`src/rtl/gdrv_status_pkg.sv`:
```
/*
  Shared constants for the gate driver global status flag block:
  serial frame layout, register address, flag positions and reset value.
  Assumes nothing of its surroundings; imported by every design file.
*/
package gdrv_status_pkg;

  // ==========================================================
  // Serial frame layout
  localparam int FRAME_BITS = 40;           // Write bit, address, data
  localparam int ADDR_BITS = 7;             // Register address width
  localparam int DATA_BITS = 32;            // Register data width
  localparam int HEAD_BITS = 8;             // Write bit plus address
  localparam int CNT_BITS = 6;              // Bit counter width

  // ==========================================================
  // Register map
  localparam logic [6:0] ADDR_GLOBAL_STATUS = 7'h01;
  localparam int FLAG_WIDTH = 15;           // Register width in bits

  // ==========================================================
  // Flag positions
  localparam int BIT_RESET_SEEN = 0;        // Device has been reset
  localparam int BIT_OTEMP_WARN = 1;        // Overtemperature prewarning
  localparam int BIT_OTEMP_SHUT = 2;        // Overtemperature shutdown

  // Reset value: only the reset-seen flag is up after any reset
  localparam logic [14:0] FLAGS_RESET = 15'h0001;

  // Frame shifter states
  typedef enum logic [0:0] {SPI_IDLE, SPI_SHIFT} spi_state_e;

endpackage

```
`src/rtl/gdrv_reg_if.sv`:
```
/*
  Register access carrier between the serial slave and the flag bank.
  Assumes both ends run on the same device clock.
*/
`timescale 1ns/1ps
interface gdrv_reg_if;
  import gdrv_status_pkg::*;
  logic [ADDR_BITS-1:0] addr;               // Register address of frame
  logic wr;                                 // One-cycle write strobe
  logic [DATA_BITS-1:0] wdata;              // Write data
  logic [DATA_BITS-1:0] rdata;              // Read data for addr

  // Serial slave drives requests, flag bank answers
  modport ctrl (output addr, output wr, output wdata, input rdata);
  modport regs (input addr, input wr, input wdata, output rdata);
endinterface

```
`src/rtl/gdrv_status_flags.sv`:
```
/*
  Global status flag bank of a three-phase gate driver, with its
  serial control slave. Holds reset-seen, overtemperature prewarning and
  overtemperature shutdown flags, cleared by write-one or driver enable
  cycling, and drives the status pin.
  Assumes temperature comparators and driver enable come from outside
  the clock domain; the host keeps its own gate inputs off on shorts.
*/
// Behaviour
// - Writing one clears that flag bit
// - Enable cycle clears all but bits 0,1
// - Any reset sets reset flag, defaults others
// - Reset flag clears only with enable high
// - Prewarning latches at bit 1, no action
// - Shutdown latches at bit 2 on overtemperature
// - Shutdown flag clear ignored while still hot
// - Shutdown flag ORed onto status pin
`timescale 1ns/1ps
module gdrv_status_flags
  import gdrv_status_pkg::*;
(
  // Clock and reset
  input wire logic MCLK_I,
  input wire logic RSTN_I,
  // Serial control pins
  input wire logic SCK_I,
  input wire logic CSN_I,
  input wire logic SDI_I,
  output logic SDO_O,
  output logic SDO_OEN_O,
  // Driver enable pin and temperature comparators
  input wire logic DRV_EN_I,
  input wire logic OTEMP_WARN_I,
  input wire logic OTEMP_SHUT_I,
  // Status pin, driver shutdown and flag register view
  output logic STATUS_O,
  output logic DRV_SHUTDOWN_O,
  output logic [gdrv_status_pkg::FLAG_WIDTH-1:0] FLAGS_O
);
  import gdrv_status_pkg::*;

  // ==========================================================
  // Serial slave
  gdrv_reg_if bus ();

  gdrv_spi_slave u_spi (
    .clk_i(MCLK_I),
    .rst_n_i(RSTN_I),
    .sck_i(SCK_I),
    .cs_n_i(CSN_I),
    .sdi_i(SDI_I),
    .sdo_o(SDO_O),
    .sdo_oe_n_o(SDO_OEN_O),
    .bus(bus)
  );

  // ==========================================================
  // Synchronisers for enable and temperature levels
  logic [2:0] meta_reg;                     // First stage, read only below
  logic [2:0] sync_reg;                     // Second stage: en, warn, shut
  logic en_q_reg;                           // Delayed enable for edges

  genvar gi;
  generate
    for (gi = 0; gi < 3; gi++)
    begin : g_sync
      // One two-stage synchroniser per level input
      always_ff @(posedge MCLK_I or negedge RSTN_I)
      begin
        if (!RSTN_I)
        begin
          meta_reg[gi] <= 1'b0;
          sync_reg[gi] <= 1'b0;
        end
        else
        begin
          meta_reg[gi] <= (gi == 0) ? DRV_EN_I : (gi == 1) ? OTEMP_WARN_I : OTEMP_SHUT_I;
          sync_reg[gi] <= meta_reg[gi];
        end
      end
    end
  endgenerate

  wire drv_en = sync_reg[0];
  wire otemp_warn = sync_reg[1];
  wire otemp_shut = sync_reg[2];

  // ==========================================================
  // Driver enable cycle detection
  // Armed only by a seen falling edge, so a pin already high at reset
  // does not fake a cycle when the synchroniser fills.
  logic armed_reg, armed_next;
  logic cycle_reg, cycle_next;              // One-cycle clear pulse

  always_comb
  begin
    armed_next = armed_reg;
    cycle_next = 1'b0;
    if (en_q_reg && !drv_en)
      armed_next = 1'b1;
    else if (!en_q_reg && drv_en && armed_reg)
    begin
      armed_next = 1'b0;
      cycle_next = 1'b1;
    end
  end

  always_ff @(posedge MCLK_I or negedge RSTN_I)
  begin
    if (!RSTN_I)
    begin
      en_q_reg <= 1'b0;
      armed_reg <= 1'b0;
      cycle_reg <= 1'b0;
    end
    else
    begin
      en_q_reg <= drv_en;
      armed_reg <= armed_next;
      cycle_reg <= cycle_next;
    end
  end

  // ==========================================================
  // Flag bank
  logic [FLAG_WIDTH-1:0] flags_reg, flags_next;
  logic [FLAG_WIDTH-1:0] clr;               // Clear requests per bit
  logic [FLAG_WIDTH-1:0] set;               // Set requests per bit
  logic [FLAG_WIDTH-1:0] wr_ones;           // Write-one bits to this register

  // Clears and sets; set beats clear so no event is lost
  always_comb
  begin
    wr_ones = '0;
    if (bus.wr && bus.addr == ADDR_GLOBAL_STATUS)
      wr_ones = bus.wdata[FLAG_WIDTH-1:0];
    clr = '0;
    clr[BIT_RESET_SEEN] = wr_ones[BIT_RESET_SEEN] & drv_en;
    clr[BIT_OTEMP_WARN] = wr_ones[BIT_OTEMP_WARN];
    // Shutdown flag stays while the die is still above the limit
    clr[BIT_OTEMP_SHUT] = (wr_ones[BIT_OTEMP_SHUT] | cycle_reg) & ~otemp_shut;
    set = '0;
    set[BIT_OTEMP_WARN] = otemp_warn;
    set[BIT_OTEMP_SHUT] = otemp_shut;
    flags_next = (flags_reg & ~clr) | set;
  end

  // Any reset brings the bank back with the reset-seen flag up
  always_ff @(posedge MCLK_I or negedge RSTN_I)
  begin
    if (!RSTN_I)
      flags_reg <= FLAGS_RESET;
    else
      flags_reg <= flags_next;
  end

  // ==========================================================
  // Read side and pins
  // Unmapped addresses read as zero
  assign bus.rdata = (bus.addr == ADDR_GLOBAL_STATUS) ?
                     {{(DATA_BITS-FLAG_WIDTH){1'b0}}, flags_reg} : '0;
  // Prewarning is information only: it never reaches the shutdown path
  assign DRV_SHUTDOWN_O = flags_reg[BIT_OTEMP_SHUT];
  assign STATUS_O = flags_reg[BIT_OTEMP_SHUT];
  assign FLAGS_O = flags_reg;

  // ==========================================================
  // Checks
  // Phrased on the registered flags, so they see what a host would read
  // back rather than the transient next-state value.
  AST_CLEAR_ON_ONE: assert property (@(posedge MCLK_I) disable iff (!RSTN_I)
    bus.wr && bus.addr == ADDR_GLOBAL_STATUS && bus.wdata[BIT_OTEMP_WARN] && !otemp_warn
    |=> !flags_reg[BIT_OTEMP_WARN])
    else $error("prewarning flag not cleared by one");

  AST_ZERO_KEEPS: assert property (@(posedge MCLK_I) disable iff (!RSTN_I)
    bus.wr && !bus.wdata[BIT_OTEMP_WARN] && !cycle_reg && flags_reg[BIT_OTEMP_WARN]
    |=> flags_reg[BIT_OTEMP_WARN])
    else $error("flag lost on zero write");

  AST_CYCLE_CLEARS: assert property (@(posedge MCLK_I) disable iff (!RSTN_I)
    cycle_reg && !otemp_shut && !otemp_warn && !bus.wr
    |=> !flags_reg[BIT_OTEMP_SHUT] && flags_reg[BIT_RESET_SEEN] == $past(flags_reg[BIT_RESET_SEEN])
        && flags_reg[BIT_OTEMP_WARN] == $past(flags_reg[BIT_OTEMP_WARN]))
    else $error("enable cycle clear wrong");

  AST_RESET_SEEN: assert property (@(posedge MCLK_I)
    $rose(RSTN_I) |-> flags_reg == FLAGS_RESET)
    else $error("reset value wrong");

  AST_RESET_CLR_NEEDS_EN: assert property (@(posedge MCLK_I) disable iff (!RSTN_I)
    $fell(flags_reg[BIT_RESET_SEEN]) |-> $past(drv_en) && $past(bus.wr))
    else $error("reset flag cleared without enable");

  AST_RESET_KEPT_EN_LOW: assert property (@(posedge MCLK_I) disable iff (!RSTN_I)
    bus.wr && bus.addr == ADDR_GLOBAL_STATUS && !drv_en && flags_reg[BIT_RESET_SEEN]
    |=> flags_reg[BIT_RESET_SEEN])
    else $error("reset flag cleared with enable low");

  AST_WARN_LATCH: assert property (@(posedge MCLK_I) disable iff (!RSTN_I)
    otemp_warn && !otemp_shut && !flags_reg[BIT_OTEMP_SHUT]
    |=> flags_reg[BIT_OTEMP_WARN] && !DRV_SHUTDOWN_O)
    else $error("prewarning not latched or caused shutdown");

  AST_SHUT_LATCH: assert property (@(posedge MCLK_I) disable iff (!RSTN_I)
    $rose(otemp_shut) |=> DRV_SHUTDOWN_O [*2])
    else $error("shutdown not latched");

  AST_SHUT_HOLD_HOT: assert property (@(posedge MCLK_I) disable iff (!RSTN_I)
    $fell(flags_reg[BIT_OTEMP_SHUT]) |-> !$past(otemp_shut))
    else $error("shutdown cleared while hot");

  AST_HOT_CLEAR_IGNORED: assert property (@(posedge MCLK_I) disable iff (!RSTN_I)
    bus.wr && bus.addr == ADDR_GLOBAL_STATUS && otemp_shut && flags_reg[BIT_OTEMP_SHUT]
    |=> flags_reg[BIT_OTEMP_SHUT])
    else $error("shutdown clear accepted while hot");

  AST_STATUS_PIN: assert property (@(posedge MCLK_I) disable iff (!RSTN_I)
    otemp_shut |=> STATUS_O)
    else $error("status pin not asserted");

endmodule

```
`src/rtl/gdrv_spi_slave.sv`:
```
/*
  Serial control slave, oversampled on the device clock.
  Frame: 40 bits MSB first, bit 39 write, bits 38:32 address, 31:0 data.
  Read data of the addressed register shifts out in the same frame.
  Assumes the serial clock runs well below a quarter of MCLK.
*/
`timescale 1ns/1ps
module gdrv_spi_slave
  import gdrv_status_pkg::*;
(
  // Clock and reset
  input wire logic clk_i,
  input wire logic rst_n_i,
  // Serial pins, raw
  input wire logic sck_i,
  input wire logic cs_n_i,
  input wire logic sdi_i,
  output logic sdo_o,
  output logic sdo_oe_n_o,
  // Register side
  gdrv_reg_if.ctrl bus
);
  import gdrv_status_pkg::*;

  // ==========================================================
  // Pin synchronisers: stage one is read only by stage two
  logic [2:0] meta_reg;                     // First stage
  logic [2:0] sync_reg;                     // Second stage: sck, cs_n, sdi
  logic sck_q_reg;                          // Delayed sck for edges

  always_ff @(posedge clk_i or negedge rst_n_i)
  begin
    if (!rst_n_i)
    begin
      meta_reg <= 3'h2;
      sync_reg <= 3'h2;
      sck_q_reg <= 1'b0;
    end
    else
    begin
      meta_reg <= {sdi_i, cs_n_i, sck_i};
      sync_reg <= meta_reg;
      sck_q_reg <= sync_reg[0];
    end
  end

  wire sck_rise = sync_reg[0] & ~sck_q_reg;
  wire sck_fall = ~sync_reg[0] & sck_q_reg;
  wire cs_act = ~sync_reg[1];

  // ==========================================================
  // Frame state
  spi_state_e state_reg, state_next;
  logic [CNT_BITS-1:0] cnt_reg, cnt_next;   // Bits received
  logic [FRAME_BITS-1:0] rx_reg, rx_next;   // Incoming shifter
  logic [DATA_BITS-1:0] tx_reg, tx_next;    // Outgoing shifter
  logic [ADDR_BITS-1:0] addr_reg, addr_next;
  logic sdo_reg, sdo_next;
  logic wr_reg, wr_next;
  logic [DATA_BITS-1:0] wdata_reg, wdata_next;

  // Next-state logic for the whole frame
  always_comb
  begin
    state_next = state_reg;
    cnt_next = cnt_reg;
    rx_next = rx_reg;
    tx_next = tx_reg;
    addr_next = addr_reg;
    sdo_next = sdo_reg;
    wr_next = 1'b0;
    wdata_next = wdata_reg;
    unique case (state_reg)
      SPI_IDLE:
      begin
        // Frame starts when chip select falls
        if (cs_act)
        begin
          state_next = SPI_SHIFT;
          cnt_next = '0;
          sdo_next = 1'b0;
        end
      end
      SPI_SHIFT:
      begin
        if (!cs_act)
        begin
          // Only a complete write frame commits; short frames are dropped
          state_next = SPI_IDLE;
          if (cnt_reg == CNT_BITS'(FRAME_BITS) && rx_reg[FRAME_BITS-1])
          begin
            wr_next = 1'b1;
            wdata_next = rx_reg[DATA_BITS-1:0];
          end
        end
        else if (sck_rise && cnt_reg != CNT_BITS'(FRAME_BITS))
        begin
          rx_next = {rx_reg[FRAME_BITS-2:0], sync_reg[2]};
          cnt_next = cnt_reg + 1'b1;
          // Header complete: latch address and fetch its contents
          if (cnt_reg == CNT_BITS'(HEAD_BITS - 1))
            addr_next = {rx_reg[ADDR_BITS-2:0], sync_reg[2]};
        end
        else if (sck_fall)
        begin
          // Data phase shifts the read word out, MSB first
          if (cnt_reg == CNT_BITS'(HEAD_BITS))
          begin
            sdo_next = bus.rdata[DATA_BITS-1];
            tx_next = {bus.rdata[DATA_BITS-2:0], 1'b0};
          end
          else if (cnt_reg > CNT_BITS'(HEAD_BITS))
          begin
            sdo_next = tx_reg[DATA_BITS-1];
            tx_next = {tx_reg[DATA_BITS-2:0], 1'b0};
          end
        end
      end
    endcase
  end

  // Frame registers
  always_ff @(posedge clk_i or negedge rst_n_i)
  begin
    if (!rst_n_i)
    begin
      state_reg <= SPI_IDLE;
      cnt_reg <= '0;
      rx_reg <= '0;
      tx_reg <= '0;
      addr_reg <= '0;
      sdo_reg <= 1'b0;
      wr_reg <= 1'b0;
      wdata_reg <= '0;
    end
    else
    begin
      state_reg <= state_next;
      cnt_reg <= cnt_next;
      rx_reg <= rx_next;
      tx_reg <= tx_next;
      addr_reg <= addr_next;
      sdo_reg <= sdo_next;
      wr_reg <= wr_next;
      wdata_reg <= wdata_next;
    end
  end

  // Outputs
  assign sdo_o = sdo_reg;
  assign sdo_oe_n_o = (state_reg == SPI_SHIFT) ? 1'b0 : 1'b1;
  assign bus.addr = addr_reg;
  assign bus.wr = wr_reg;
  assign bus.wdata = wdata_reg;

  // Register access goes through the serial frame only
  AST_WRITE_NEEDS_FULL_FRAME: assert property (@(posedge clk_i) disable iff (!rst_n_i)
    $rose(wr_reg) |-> $past(cnt_reg) == CNT_BITS'(FRAME_BITS) && $past(state_reg) == SPI_SHIFT)
    else $error("write strobe without full frame");

endmodule

```
`config.mk`:
```
export PLATFORM = sky130hd
export DESIGN_NAME = gdrv_status_flags
export DESIGN_NICKNAME = d
export VERILOG_FILES = /design/src/rtl/gdrv_status_pkg.sv /design/src/rtl/gdrv_reg_if.sv /design/src/rtl/gdrv_status_flags.sv /design/src/rtl/gdrv_spi_slave.sv
export SDC_FILE = /design/constraint.sdc
export NUM_CORES = 1
export LEC_CHECK = 0
export ABC_CLOCK_PERIOD_IN_PS = 2270
export BUFFER_PORTS_ARGS = -buffer_cell sky130_fd_sc_hd__buf_2
export CAP_MARGIN = 20
export CELL_PAD_IN_SITES_DETAIL_PLACEMENT = 0
export CELL_PAD_IN_SITES_GLOBAL_PLACEMENT = 1
export CORE_MARGIN = 2
export CORE_UTILIZATION = 30
export CTS_CLUSTER_DIAMETER = 60
export DETAILED_ROUTE_END_ITERATION = 10
export GPL_ROUTABILITY_DRIVEN = 0
export GPL_TIMING_DRIVEN = 0
export PLACE_DENSITY_LB_ADDON = 0.25
export SYNTH_ARGS = -nofsm -noshare
export SYNTH_HDL_FRONTEND = slang
export SYNTH_HIERARCHICAL = 1
export SYNTH_SLANG_ARGS = --single-unit
```
`constraint.sdc`:
```
create_clock -name MCLK_I -period 2.27 [get_ports MCLK_I]
set_input_delay 0.3405 -clock MCLK_I [delete_from_list [all_inputs] [get_ports MCLK_I]]
set_output_delay 0.3405 -clock MCLK_I [all_outputs]
set_load 0.01 [all_outputs]
```
==> summary.txt <==
Routing
  • Vias per inst: 4.31
  • Post-Route WL: 7060 µm
  • DRT iter0 DRCs: 118
  • DR WL/cell: 11.6 µm
  • DR vias: 2614
  • DRC viols: 0
  • Routed Antenna Nets: 0
  • Drt first pass iters: 4

Timing
  • Final Max Slew Viols: 0
  • Period Utilization, post-route: 0.863
  • Worst slew margin: 0.542
  • # setup viols final: 0
  • Layout Skew: 0.00643 ns
  • Final Hold Fails: 0
  • Crit path time final: 1.96 ns
  • Max Freq: 510 MHz
  • Final TNS setup: 0 ns
  • RSZ-0062 raised after global routing: false
  • Worst Tran Pin Value: 0.688 ns

Worst setup path
  • Kind of critical path: reg2reg
  • CP Data Arrival Time: 2.19 ns
  • Crit-path cells: inv_1 -> ha_1 -> nand3b_2 -> o311a_4 -> nand2_4 -> buf_6 -> mux2_2
  • Slowest stage delay, CP: 0.44 ns
  • Critical Path Start Type: register
  • Cell at the slowest stage of the critical path: dfrtp_1
  • Crit-path max FO: 10
  • Reg2reg setup slack: 0.31 ns
  • Crit end category: register
  • Reg-to-reg endpoint: u_spi/rx_reg[10]
  • CP required: 2.50 ns
  • Reg2reg start: u_spi/cnt_reg[0]
  • Crit path max-delay family: flip-flops
  • Reg2Reg Depth: 7
  • Worst Path Buf+Inv: 2

Clock tree
  • Post-CTS Hold Buffers: 0
  • Total CTS buffers: 9
  • Clock H-tree levels: 3
  • CTS root buf: clkbuf_16
  • CTS tree: done
  • Clock sinks: 109
  • Setup repair bufs after CTS: 0
  • Post-cts resize count: 0
  • CTS Buffer Depth: 2
  • Skew-Pair Late Insertion Delay: 0.35 ns
  • Clk pin slew, worst setup/hold paths: 0.08 ns

Job
  • Max-cap violations: 0

Synth
  • Syn Inst Count: 347
  • Area of the mapped netlist: 4590 µm²
  • Mean Syn Cell Area: 13.2 µm²
  • Yosys warning total: 6

Layout
  • Ant. Diodes: 0
  • Fin nets: 423
  • Layout fillers: 1506
  • Syn-to-layout area delta: 16.9%
  • Ratio of cells with drive above 1 in the final layout: 0.266
  • Max reg flops: 40

Global route
  • Initial antenna violation count: 0
  • GRT Util Overall: 0.0993
  • Vias in the first global route: 2666
  • First-pass GRT wire length: 12900 µm
  • Largest net degree at the start of global routing: 59
  • Grt ovf: 0

Floorplan
  • Site Rows: 45
  • Top Ports: 27
  • DIE WIDTH: 128 µm
  • Die ar.: 16300 µm²
  • Initial Util: 0.304
  • Die Span Y: 128 µm
  • Core area: 15100 µm²

Placed design
  • DP HPWL: 4720 µm
  • Number of port buffers: 14

Power
  • Total power: 3.74 mW
  • Sw Share: 0.238
  • P_leak: 2.85 nW
  • Sw Pwr: 0.888 mW
  • PD cells: 696 nW/µm²
  • Clock power frac: 0.412
  • Pint: 2.85 mW
  • Gate power share: 0.043
  • VDD IR max: 0.486 mV
  • Seq pwr share: 0.545

Min path
  • Min-delay worst type: in2async

Outcome
  • Status: complete, no violations
placed cells by master, fill, tap and decap left out, types with 2 or more instances in the layout:
master and count:
o22ai_1 2, nand3_1 5, mux2i_1 31, mux2_1 6
dfrtp_1 106, and3_1 3, nand2_1 32, clkbuf_16 9
ha_1 2, clkbuf_1 8, buf_4 15, o21ai_0 29
nor2_1 5, and3b_1 2, o21ai_1 9, inv_1 9
nor3_1 2, dfstp_2 3, buf_8 3, a41oi_1 2
conb_1 41, buf_2 15, buf_6 7, mux2_2 44
inv_8 4
worst max-delay path by stage:
stage	start	end	slack, ns	cells past startpoint
after CTS	u_spi/cnt_reg[0]	u_spi/rx_reg[10]	0.31	7
final	u_spi/cnt_reg[0]	u_spi/rx_reg[10]	0.31	7
after floorplan	u_spi/cnt_reg[0]	u_spi/rx_reg[10]	0.50	7
after detailed placement	u_spi/cnt_reg[0]	u_spi/rx_reg[13]	0.33	7
after global routing	u_spi/cnt_reg[4]	u_spi/tx_reg[21]	0.15	5
after global placement	RSTN_I	u_spi/rx_reg[12]	-0.45	1
routing by layer:
layer  wire length, µm  share of wire  vias to the layer above  GRT usage
li1                  -              -                     1286          -
met1              3110           0.44                     1290      0.120
met2              3590           0.51                       28      0.166
met3               260          0.037                       10     0.0376
met4                93          0.013                        0     0.0291
met5                 0              0                        -          0
power groups by stage:
stage	Clock [mW]	Combinational (mW)	Sequential, mW
finish	1.54	0.160	2.04
global route	1.71	0.184	2.05
CTS	1.62	0.165	2.04
detailed placement	0	0.165	2.08
global placement	0	0.156	2.08
floorplan	0	0.0984	2.06
cell type report:
cell class,count,area (µm²),area share
Inverter,9,33.8,0.00629
Clock buffer,10,229,0.0427
Timing Repair Buffer,15,100,0.0186
Clock inverter,6,62.6,0.0117
Multi-Input combinational cell,236,1710,0.319
Buffer,33,265,0.0494
Tap cell,188,235,0.0438
Sequential cell,109,2730,0.509
metrics by stage:
stage	utilization	hold WS, ns	cell area [µm²]	setup WS, ns	cells
floorplan	-	0.0449	4740	0.499	387
global placement	0.334	0.335	5050	-0.445	589
detailed placement	0.336	0.336	5080	0.332	590
CTS	0.356	0.0474	5370	0.311	606
global route	0.356	0.0635	5370	0.153	606
finish	0.356	0.0182	5370	0.310	606
Power figures use the tool's default switching activity.
